===== src/sinc3_pkg.sv =====
// Constants and types shared by the sinc-cubed decimator and its sample path.
// Assumes a single clock domain on pclk and an APB register slave.
//
// Overview of operation
// - Six parallel channels, each with own filter
// - One modulator bit per eight device clocks
// - Decimate by 32 to 15-bit result
// - Three integrators, three combs, delay 32
// - Sample words use two's complement
// - Data mode: shift left, LSB zero
// - Data mode: at or above full scale output 7fff
// - Mixed mode: 15 bits, MSB flags data
// - Three-bit gain code in registers D-F
// - Register C bit 7 selects high reference
// - Register C bit 6 enables reference output
// - Output sample updates at sample rate
// - Device clock from programmable master divider
// - Register bit 7 is MSB, 0 LSB
// - Mixed mode when mode bits 0,1 set
// - Reset clears registers and filter state
package sinc3_pkg;
	////////////////////////////////////////////////////////////////////////////
	// Dimensions
	localparam int unsigned N_CHAN   = 6;   // Converter channels
	localparam int unsigned ACC_W    = 18;  // Integrator width, holds +/-32768
	localparam int unsigned FIFO_DEP = 32;  // Sample buffer depth
	localparam int unsigned MOD_DIV  = 8;   // Device clocks per modulator bit
	localparam int unsigned DEC_RATE = 32;  // Modulator bits per output word

	////////////////////////////////////////////////////////////////////////////
	// Register byte offsets on APB
	localparam logic [7:0] OFS_PORT_MODE = 8'h00; // Port mode, bits 0 and 1
	localparam logic [7:0] OFS_CLK_CTRL  = 8'h04; // Master divider in bits 6:4
	localparam logic [7:0] OFS_REF_CTRL  = 8'h08; // Reference control
	localparam logic [7:0] OFS_GAIN_D    = 8'h0c; // Gains of channels 0 and 1
	localparam logic [7:0] OFS_GAIN_E    = 8'h10; // Gains of channels 2 and 3
	localparam logic [7:0] OFS_GAIN_F    = 8'h14; // Gains of channels 4 and 5
	localparam logic [7:0] OFS_STATUS    = 8'h18; // Fill level and overrun
	localparam logic [7:0] OFS_SAMPLE    = 8'h1c; // Pops one sample word

	////////////////////////////////////////////////////////////////////////////
	// Field positions and reset values
	localparam int unsigned BIT_DATA_MODE  = 0;
	localparam int unsigned BIT_MIXED_MODE = 1;
	localparam int unsigned BIT_REF_HIGH   = 7;
	localparam int unsigned BIT_REF_OUT_EN = 6;
	localparam int unsigned POS_DIV_FIELD  = 4;
	localparam int unsigned POS_GAIN_HI    = 4;  // Odd channel gain position
	localparam int unsigned BIT_OVERRUN    = 8;  // Status overrun, write 1 clears
	localparam logic [7:0]  CTRL_RESET     = 8'h00;

	////////////////////////////////////////////////////////////////////////////
	// Output coding
	localparam logic signed [14:0] POS_FULL = 15'sh3fff;
	localparam logic signed [15:0] WORD_SAT = 16'sh7fff;

	// One buffered sample: channel number and coded word
	typedef struct packed {
		logic [2:0]  chan;
		logic [15:0] word;
	} sample_t;
	localparam int unsigned SAMPLE_W = $bits(sample_t);
endpackage


===== src/sinc3_decimator_output_coder.sv =====
// Sinc-cubed decimators for six channels, output coder, sample FIFO, APB registers.
// Assumes pclk is the pin master clock and the modulator bits arrive asynchronously.
`timescale 1ns/1ps
`default_nettype none

////////////////////////////////////////////////////////////////////////////////
// Synchronous FIFO, flip-flop storage, valid/ready on both sides
module sample_fifo #(
	parameter int unsigned WIDTH = 19,
	parameter int unsigned DEPTH = 32
) (
	input  wire logic             pclk,
	input  wire logic             presetn,
	input  wire logic             in_valid,
	output logic                  in_ready,
	input  wire logic [WIDTH-1:0] in_data,
	output logic                  out_valid,
	input  wire logic             out_ready,
	output logic [WIDTH-1:0]      out_data,
	output logic [$clog2(DEPTH):0] level
);
	localparam int unsigned AW = $clog2(DEPTH);
	logic [WIDTH-1:0] mem [DEPTH];   // Storage
	logic [AW-1:0]    wr_ptr;        // Write index
	logic [AW-1:0]    rd_ptr;        // Read index
	logic             push;
	logic             pop;

	assign in_ready  = (level != DEPTH[AW:0]);  // Honest full
	assign out_valid = (level != '0);          // Honest empty
	assign out_data  = mem[rd_ptr];
	assign push      = in_valid && in_ready;
	assign pop       = out_valid && out_ready;

	// Storage write, no reset needed on data
	always_ff @(posedge pclk) begin
		if (push) begin
			mem[wr_ptr] <= in_data;
		end
	end

	// Pointers and fill level
	always_ff @(posedge pclk or negedge presetn) begin
		if (!presetn) begin
			wr_ptr <= '0;
			rd_ptr <= '0;
			level  <= '0;
		end else begin
			if (push) begin
				wr_ptr <= wr_ptr + 1'b1;
			end
			if (pop) begin
				rd_ptr <= rd_ptr + 1'b1;
			end
			if (push && !pop) begin
				level <= level + 1'b1;
			end else if (pop && !push) begin
				level <= level - 1'b1;
			end
		end
	end
endmodule

////////////////////////////////////////////////////////////////////////////////
// Top: decimators, coder, buffer and register slave
module sinc3_decimator_output_coder (
	input  wire logic        pclk,
	input  wire logic        presetn,
	input  wire logic        psel,
	input  wire logic        penable,
	input  wire logic        pwrite,
	input  wire logic [7:0]  paddr,
	input  wire logic [31:0] pwdata,
	output logic [31:0]      prdata,
	output logic             pready,
	output logic             pslverr,
	input  wire logic [5:0]  mod_bits,
	output logic [17:0]      gain_code,
	output logic             ref_high_level_select,
	output logic             ref_output_enable,
	output logic             mixed_mode,
	output logic             sample_tick
);
	////////////////////////////////////////////////////////////////////////////
	// Declarations
	logic [7:0]  port_mode_reg;        // Port mode bits
	logic [7:0]  clk_ctrl;             // Master divider code
	logic [7:0]  ref_ctrl;             // Reference control bits
	logic [7:0]  gain_reg [3];         // Gain registers D, E, F
	logic        overrun;              // Sticky: sample dropped
	logic [5:0]  mod_meta;             // First synchroniser stage
	logic [5:0]  mod_sync;             // Second stage, safe to read
	logic [2:0]  div_cnt;              // Master divider count
	logic [2:0]  div_max;              // Terminal count from code
	logic        device_master_clock_en;             // Device master clock enable
	logic [2:0]  mod_cnt;              // Device clocks per modulator bit
	logic        mod_en;               // Modulator bit strobe
	logic [4:0]  dec_cnt;              // Bits per decimated word
	logic        dec_en;               // Decimated word strobe
	logic [15:0] word [sinc3_pkg::N_CHAN];   // Coded word per channel
	logic [15:0] hold [sinc3_pkg::N_CHAN];   // Held until buffered
	logic [5:0]  pend;                 // Channel holds an unbuffered word
	logic [2:0]  pick;                 // Lowest pending channel
	logic        pick_ok;              // Some channel pending
	logic        fifo_in_ready;
	logic        fifo_out_valid;
	logic        fifo_pop;
	sinc3_pkg::sample_t fifo_in;
	sinc3_pkg::sample_t fifo_out;
	logic [5:0]  fifo_level;
	logic        setup_done;           // Access phase awaiting answer
	logic        complete;             // Access completes at this edge
	logic [31:0] next_prdata;
	logic        next_slverr;

	////////////////////////////////////////////////////////////////////////////
	// Modulator bit synchroniser; first stage feeds only the second
	always_ff @(posedge pclk or negedge presetn) begin
		if (!presetn) begin
			mod_meta <= '0;
			mod_sync <= '0;
		end else begin
			mod_meta <= mod_bits;
			mod_sync <= mod_meta;
		end
	end

	////////////////////////////////////////////////////////////////////////////
	// Master clock divider, codes 0..4 give /1../5, others /1
	always_comb begin
		case (clk_ctrl[sinc3_pkg::POS_DIV_FIELD +: 3])
			3'h1:    div_max = 3'h1;
			3'h2:    div_max = 3'h2;
			3'h3:    div_max = 3'h3;
			3'h4:    div_max = 3'h4;
			default: div_max = 3'h0;
		endcase
	end

	// Device clock enable from pin clock
	always_ff @(posedge pclk or negedge presetn) begin
		if (!presetn) begin
			div_cnt  <= '0;
			device_master_clock_en <= 1'b0;
		end else if (div_cnt >= div_max) begin
			div_cnt  <= '0;
			device_master_clock_en <= 1'b1;
		end else begin
			div_cnt  <= div_cnt + 1'b1;
			device_master_clock_en <= 1'b0;
		end
	end

	// One modulator bit every eight device clocks
	always_ff @(posedge pclk or negedge presetn) begin
		if (!presetn) begin
			mod_cnt <= '0;
			mod_en  <= 1'b0;
		end else begin
			mod_en <= 1'b0;
			if (device_master_clock_en) begin
				mod_cnt <= mod_cnt + 1'b1;
				mod_en  <= (mod_cnt == 3'(sinc3_pkg::MOD_DIV - 1));
			end
		end
	end

	// Word strobe once per 32 modulator bits, i.e. device clock/256
	always_ff @(posedge pclk or negedge presetn) begin
		if (!presetn) begin
			dec_cnt <= '0;
		end else if (mod_en) begin
			dec_cnt <= dec_cnt + 1'b1;
		end
	end
	assign dec_en = mod_en && (dec_cnt == 5'(sinc3_pkg::DEC_RATE - 1));

	////////////////////////////////////////////////////////////////////////////
	// Per-channel sinc-cubed filter and coder
	for (genvar ch = 0; ch < sinc3_pkg::N_CHAN; ch++) begin : g_chan
		logic signed [sinc3_pkg::ACC_W-1:0] in_val;     // +1 or -1
		logic signed [sinc3_pkg::ACC_W-1:0] int1, int2, int3;
		logic signed [sinc3_pkg::ACC_W-1:0] dly1, dly2, dly3;
		logic signed [sinc3_pkg::ACC_W-1:0] cmb1, cmb2, cmb3;
		logic signed [sinc3_pkg::ACC_W-2:0] half;       // Accumulator over two
		logic signed [14:0] res15;                      // Clipped result
		logic               at_full;

		assign in_val = mod_sync[ch] ? (sinc3_pkg::ACC_W)'(1) : '1;

		// Integrators wrap freely; 18 bits hold the full 32768 swing
		always_ff @(posedge pclk or negedge presetn) begin
			if (!presetn) begin
				int1 <= '0;
				int2 <= '0;
				int3 <= '0;
			end else if (mod_en) begin
				int1 <= int1 + in_val;
				int2 <= int2 + int1;
				int3 <= int3 + int2;
			end
		end

		// Combs at output rate: delay 1 there is delay 32 at the input
		assign cmb1 = int3 - dly1;
		assign cmb2 = cmb1 - dly2;
		assign cmb3 = cmb2 - dly3;

		always_ff @(posedge pclk or negedge presetn) begin
			if (!presetn) begin
				dly1 <= '0;
				dly2 <= '0;
				dly3 <= '0;
			end else if (dec_en) begin
				dly1 <= int3;
				dly2 <= cmb1;
				dly3 <= cmb2;
			end
		end

		// Scale by half and clip the top code
		assign half    = cmb3[sinc3_pkg::ACC_W-1:1];
		assign at_full = (half >= 17'(sinc3_pkg::POS_FULL));
		assign res15   = at_full ? sinc3_pkg::POS_FULL : half[14:0];

		// Mixed mode keeps 15 bits, flag 0 marks data
		always_comb begin
			if (port_mode_reg[sinc3_pkg::BIT_DATA_MODE]
			    && port_mode_reg[sinc3_pkg::BIT_MIXED_MODE]) begin
				word[ch] = {1'b0, res15};
			end else if (at_full) begin
				word[ch] = sinc3_pkg::WORD_SAT;
			end else begin
				word[ch] = {res15, 1'b0};
			end
		end
	end

	////////////////////////////////////////////////////////////////////////////
	// Lowest pending channel goes to the buffer first
	always_comb begin
		pick    = '0;
		pick_ok = 1'b0;
		for (int i = sinc3_pkg::N_CHAN - 1; i >= 0; i--) begin
			if (pend[i]) begin
				pick    = 3'(i);
				pick_ok = 1'b1;
			end
		end
	end

	// Hold registers: new words land here; an unbuffered one is overwritten
	always_ff @(posedge pclk or negedge presetn) begin
		if (!presetn) begin
			pend <= '0;
			for (int i = 0; i < sinc3_pkg::N_CHAN; i++) begin
				hold[i] <= '0;
			end
		end else if (dec_en) begin
			pend <= '1;
			for (int i = 0; i < sinc3_pkg::N_CHAN; i++) begin
				hold[i] <= word[i];
			end
		end else if (pick_ok && fifo_in_ready) begin
			pend[pick] <= 1'b0;
		end
	end

	assign fifo_in.chan = pick;
	assign fifo_in.word = hold[pick];

	// Buffer stalls the hold drain when full, so back-pressure is real
	sample_fifo #(
		.WIDTH (sinc3_pkg::SAMPLE_W),
		.DEPTH (sinc3_pkg::FIFO_DEP)
	) u_fifo (
		.pclk      (pclk),
		.presetn   (presetn),
		.in_valid  (pick_ok && !dec_en),
		.in_ready  (fifo_in_ready),
		.in_data   (fifo_in),
		.out_valid (fifo_out_valid),
		.out_ready (fifo_pop),
		.out_data  (fifo_out),
		.level     (fifo_level)
	);

	////////////////////////////////////////////////////////////////////////////
	// APB timing: one wait state, answer registered
	assign setup_done = psel && penable && !pready;
	assign complete   = psel && penable && pready;
	// Pop on the edge that registers the read answer, so a word that lands
	// during the wait state is never popped unreported
	assign fifo_pop   = setup_done && !pwrite && (paddr == sinc3_pkg::OFS_SAMPLE);

	// Read mux, unmapped reads give zero and an error
	always_comb begin
		next_prdata = '0;
		next_slverr = 1'b0;
		case (paddr)
			sinc3_pkg::OFS_PORT_MODE: next_prdata = {24'h0, port_mode_reg};
			sinc3_pkg::OFS_CLK_CTRL:  next_prdata = {24'h0, clk_ctrl};
			sinc3_pkg::OFS_REF_CTRL:  next_prdata = {24'h0, ref_ctrl};
			sinc3_pkg::OFS_GAIN_D:    next_prdata = {24'h0, gain_reg[0]};
			sinc3_pkg::OFS_GAIN_E:    next_prdata = {24'h0, gain_reg[1]};
			sinc3_pkg::OFS_GAIN_F:    next_prdata = {24'h0, gain_reg[2]};
			sinc3_pkg::OFS_STATUS:    next_prdata = {23'h0, overrun, 2'h0, fifo_level};
			sinc3_pkg::OFS_SAMPLE:    next_prdata = {12'h0, fifo_out_valid, fifo_out};
			default:                  next_slverr = 1'b1;
		endcase
	end

	// Answer flops
	always_ff @(posedge pclk or negedge presetn) begin
		if (!presetn) begin
			pready  <= 1'b0;
			prdata  <= '0;
			pslverr <= 1'b0;
		end else begin
			pready  <= setup_done;
			pslverr <= setup_done && next_slverr;
			if (setup_done && !pwrite) begin
				prdata <= next_prdata;
			end
		end
	end

	// Register writes, all cleared by reset
	always_ff @(posedge pclk or negedge presetn) begin
		if (!presetn) begin
			port_mode_reg <= sinc3_pkg::CTRL_RESET;
			clk_ctrl      <= sinc3_pkg::CTRL_RESET;
			ref_ctrl      <= sinc3_pkg::CTRL_RESET;
			for (int i = 0; i < 3; i++) begin
				gain_reg[i] <= sinc3_pkg::CTRL_RESET;
			end
		end else if (complete && pwrite) begin
			case (paddr)
				sinc3_pkg::OFS_PORT_MODE: port_mode_reg <= pwdata[7:0];
				sinc3_pkg::OFS_CLK_CTRL:  clk_ctrl      <= pwdata[7:0];
				sinc3_pkg::OFS_REF_CTRL:  ref_ctrl      <= pwdata[7:0];
				sinc3_pkg::OFS_GAIN_D:    gain_reg[0]   <= pwdata[7:0];
				sinc3_pkg::OFS_GAIN_E:    gain_reg[1]   <= pwdata[7:0];
				sinc3_pkg::OFS_GAIN_F:    gain_reg[2]   <= pwdata[7:0];
				default:                  ;
			endcase
		end
	end

	// Overrun: set when a word is replaced unbuffered; set beats clear
	always_ff @(posedge pclk or negedge presetn) begin
		if (!presetn) begin
			overrun <= 1'b0;
		end else if (dec_en && (pend != '0)) begin
			overrun <= 1'b1;
		end else if (complete && pwrite && (paddr == sinc3_pkg::OFS_STATUS)
		             && pwdata[sinc3_pkg::BIT_OVERRUN]) begin
			overrun <= 1'b0;
		end
	end

	////////////////////////////////////////////////////////////////////////////
	// Decoded control outputs, all registered
	always_ff @(posedge pclk or negedge presetn) begin
		if (!presetn) begin
			gain_code             <= '0;
			ref_high_level_select <= 1'b0;
			ref_output_enable     <= 1'b0;
			mixed_mode            <= 1'b0;
			sample_tick           <= 1'b0;
		end else begin
			for (int i = 0; i < 3; i++) begin
				gain_code[6*i +: 3]     <= gain_reg[i][2:0];
				gain_code[6*i + 3 +: 3] <= gain_reg[i][sinc3_pkg::POS_GAIN_HI +: 3];
			end
			ref_high_level_select <= ref_ctrl[sinc3_pkg::BIT_REF_HIGH];
			ref_output_enable     <= ref_ctrl[sinc3_pkg::BIT_REF_OUT_EN];
			mixed_mode            <= port_mode_reg[sinc3_pkg::BIT_DATA_MODE]
			                         && port_mode_reg[sinc3_pkg::BIT_MIXED_MODE];
			sample_tick           <= dec_en;
		end
	end
endmodule

`default_nettype wire


===== config.mk =====
export PLATFORM = sky130hd
export DESIGN_NAME = sinc3_decimator_output_coder
export DESIGN_NICKNAME = d
export VERILOG_FILES = /design/src/sinc3_pkg.sv /design/src/sinc3_decimator_output_coder.sv
export SDC_FILE = /design/constraint.sdc
export NUM_CORES = 2
export LEC_CHECK = 0
export ABC_CLOCK_PERIOD_IN_PS = 8550
export BUFFER_PORTS_ARGS = -buffer_cell sky130_fd_sc_hd__buf_2
export CORE_ASPECT_RATIO = 0.9
export CORE_UTILIZATION = 32
export CTS_CLUSTER_DIAMETER = 150
export DETAILED_ROUTE_END_ITERATION = 8
export RECOVER_POWER = 25
export SLEW_MARGIN = 20
export SYNTH_ARGS = -nofsm -noshare
export SYNTH_HDL_FRONTEND = slang
export SYNTH_SLANG_ARGS = --single-unit
export TNS_END_PERCENT = 100

===== constraint.sdc =====
create_clock -name pclk -period 8.55 [get_ports pclk]
set_clock_uncertainty 0.15 [all_clocks]
set_input_delay 0.4275 -clock pclk [delete_from_list [all_inputs] [get_ports pclk]]
set_output_delay 0.4275 -clock pclk [all_outputs]
set_load 0.01 [all_outputs]

==> results by group <==
Outcome
  • Status: complete, but fails checks
  • Failing checks: capacitance limit, slew limit

Global routing
  • All-Layer GR Usage: between 10% and 20%
  • First-pass GRT wire length: 293000 um
  • Number of antenna violations at the first check in global routing: 1
  • Grt ovf: 0
  • Largest net degree at the start of global routing: 155
  • Vias in the first global route: around 55000

Yosys
  • Mean Syn Cell Area: 11.2 um2
  • Synth top cells by count: 884 x dfrtp_1, 630 x nand2_1, 618 x ha_1
  • Top_reg_cell synth: dfrtp_1
  • Yosys warnings: 0
  • Flops & latches, synth: 1492
  • Cell taking the most area after synthesis: dfrtp_1
  • Synth Cell Area: 83800 um2
  • Post-synth top area share: 26.4%
  • Most frequent cell after synthesis: dfrtp_1
  • Post-synth cell types: between 80 and 90
  • Cells after Synth: 7469
  • Async SR Flop Fraction: 59.2%
  • EDFF count, synth: 608
  • Seq/Total Area, Yosys: 48.2%
  • Synth top area cells: dfrtp_1 26%, edfxtp_1 22%, ha_1 9.2%

Clocking
  • Root buffer cell: clkbuf_16
  • Cts bufs inserted: about 160
  • Post-CTS Hold Buffers: 23
  • # clock sinks: 1492
  • Clock Latency Late Sink: 0.82 ns
  • H-tree depth: 4
  • Post-CTS Resized: 0
  • TritonCTS clock tree: done
  • Bufs on Longest Clock Path: 3
  • Clock transition at path regs: 0.07 ns
  • Post-CTS setup buffers: 0

Worst setup path
  • CP delay by family, top: compound AO/OA/AOI/OAI gates
  • CP Data Arrival Time: slightly above 7 ns
  • Critical Path Source Type: flop
  • Most common cell on crit path: nor2_1
  • Crit path buffers/inverters: 2
  • CP max FO: 14
  • Slowest cell delay on critical path: 0.76 ns
  • Worst EP required: 9.03 ns
  • Crit. End Element: flop
  • Slowest-stage cell, CP: nor2_1
  • Crit path kind: reg2reg

Floorplan
  • Row cnt: 177
  • Die area: 264000 um2
  • Initial Utilization: 32.3%
  • Die width: 542 um
  • Core area: 260000 um2
  • I/O pin count: 107
  • Die Height: 488 um

STA
  • Unrepaired setup endpoints after global routing: no
  • Final worst-path cycle share: 79.4%
  • Max Freq: 147 MHz
  • Setup TNS: 0 ns
  • Final min period: 6.79 ns
  • Final hold vios: 0
  • Slew of the pin with the lowest slew margin: 5.91 ns
  • Worst relative slew slack: -294%
  • # setup viols final: 0
  • Pins over their slew limit: around 320

Final layout
  • Fillers: 25100
  • Final cell utilization of the core: 36.3%
  • FF/Latch Area: about 40000 um2
  • Layout Nets: between 8000 and 9000
  • Share of cells above drive strength 1: 12.4%
  • Largest Register: u_fifo.mem
  • Area of the multi-input gates: about 40000 um2
  • N_diodes: 0
  • Area grow syn2layout: 12.5%
  • Max FFs per register: 608

Route
  • DR pass1 iterations: 7
  • Vias: 55600
  • Wire length per cell: approximately 16 um
  • DRC violations left: 0
  • DR iter-0 viols: 3356
  • Via density per instance: about 5.0
  • Post-route ant nets: 0
  • WL final: around 180000 um

Min path
  • Hold Crit Class: in2reg

Placement
  • Gpl congestion: 0.832
  • Port-buffer cells: about 70
  • DP HPWL: 118000 um

Run
  • Maximum Capacitance Violations: 6
[layout make-up]
class	instances	share of cell area (%)
Clock inverter	72	1.14
Clock buffer	219	4.77
Multi-Input combinational cell	5288	43.6
Tap cell	3490	4.63
Sequential cell	1492	42.8
Inverter	465	1.86
Timing Repair Buffer	159	1.15
[cell usage in the layout (no fill, tap or decap), drive strengths merged, types with 87 or more instances in the layout]
cell type  count
xnor2        427
o21ai        603
mux2         320
inv          471
a21oi        459
ha           618
clkbuf       268
nand2        631
nor3         122
nor2b        131
xor2         112
edfxtp       608
a21o         158
o21a          99
mux4         190
buf           87
dfrtp        884
nor2         461
[cell families (layout without fill, tap and decap cells)]
logic type,after synthesis,count (layout),synth area share (%)
AO/OA/AOI/OAI,1775,1775,13.1
XOR/XNOR,543,543,5.74
adder cells (fa/ha/maj),655,655,10.1
buffers and inverters,700,915,3.20
flip-flops,1492,1492,48.2
multiplexers,596,596,10.4
other,1,12,0.00447
AND/OR/NAND/NOR,1707,1707,9.30
[layer usage]
layer | global-route usage [%] | part of all wire (%)
met4 | 2.54 | 1.5
met3 | 2.35 | 4.7
met1 | 19.0 | 49
met5 | 0 | 0
met2 | 21.5 | 45
[path summary, 6_finish.rpt]
check                                                    from                       endpoint  slack, ns  cells after the start
worst max register to register  g_chan[2].int3[0]$_DFFE_PN0P_           hold[54]$_DFFE_PN0P_       1.76                     27
worst min register to register          mod_meta[2]$_DFF_PN0_          mod_sync[2]$_DFF_PN0_       0.20                      0
worst min-delay path                                   pwrite            overrun$_DFFE_PN0P_       0.08                      6
max in group asynchronous                             presetn  g_chan[5].int3[2]$_DFFE_PN0P_       2.19                      3
min in group asynchronous                             presetn          mod_meta[3]$_DFF_PN0_       2.18                      2
worst max-delay path            g_chan[2].int3[0]$_DFFE_PN0P_           hold[54]$_DFFE_PN0P_       1.76                     27
[worst min-delay path, cell delays in order]
cell,delay (ns)
buf_2,0.11
nand2_1,0.08
nor2_1,0.11
nand4b_1,0.16
nand2_1,0.07
o21ai_0,0.06
[stage by stage]
stage | setup slack, ns | instances | area (um2) | hold WS (ns)
floorplan | 2.52 | 7480 | 83900 | -0.0181
global placement | 1.71 | 10900 | 88500 | 0.188
detailed placement | 1.73 | 10900 | 88500 | 0.185
CTS | 1.68 | 11200 | 94300 | 0.00355
global route | 0.923 | 11200 | 94300 | 0.0582
finish | 1.76 | 11200 | 94300 | 0.0815
Power is not shown: default switching activity piles up to over one toggle a cycle in this logic, so the estimate is an artifact.
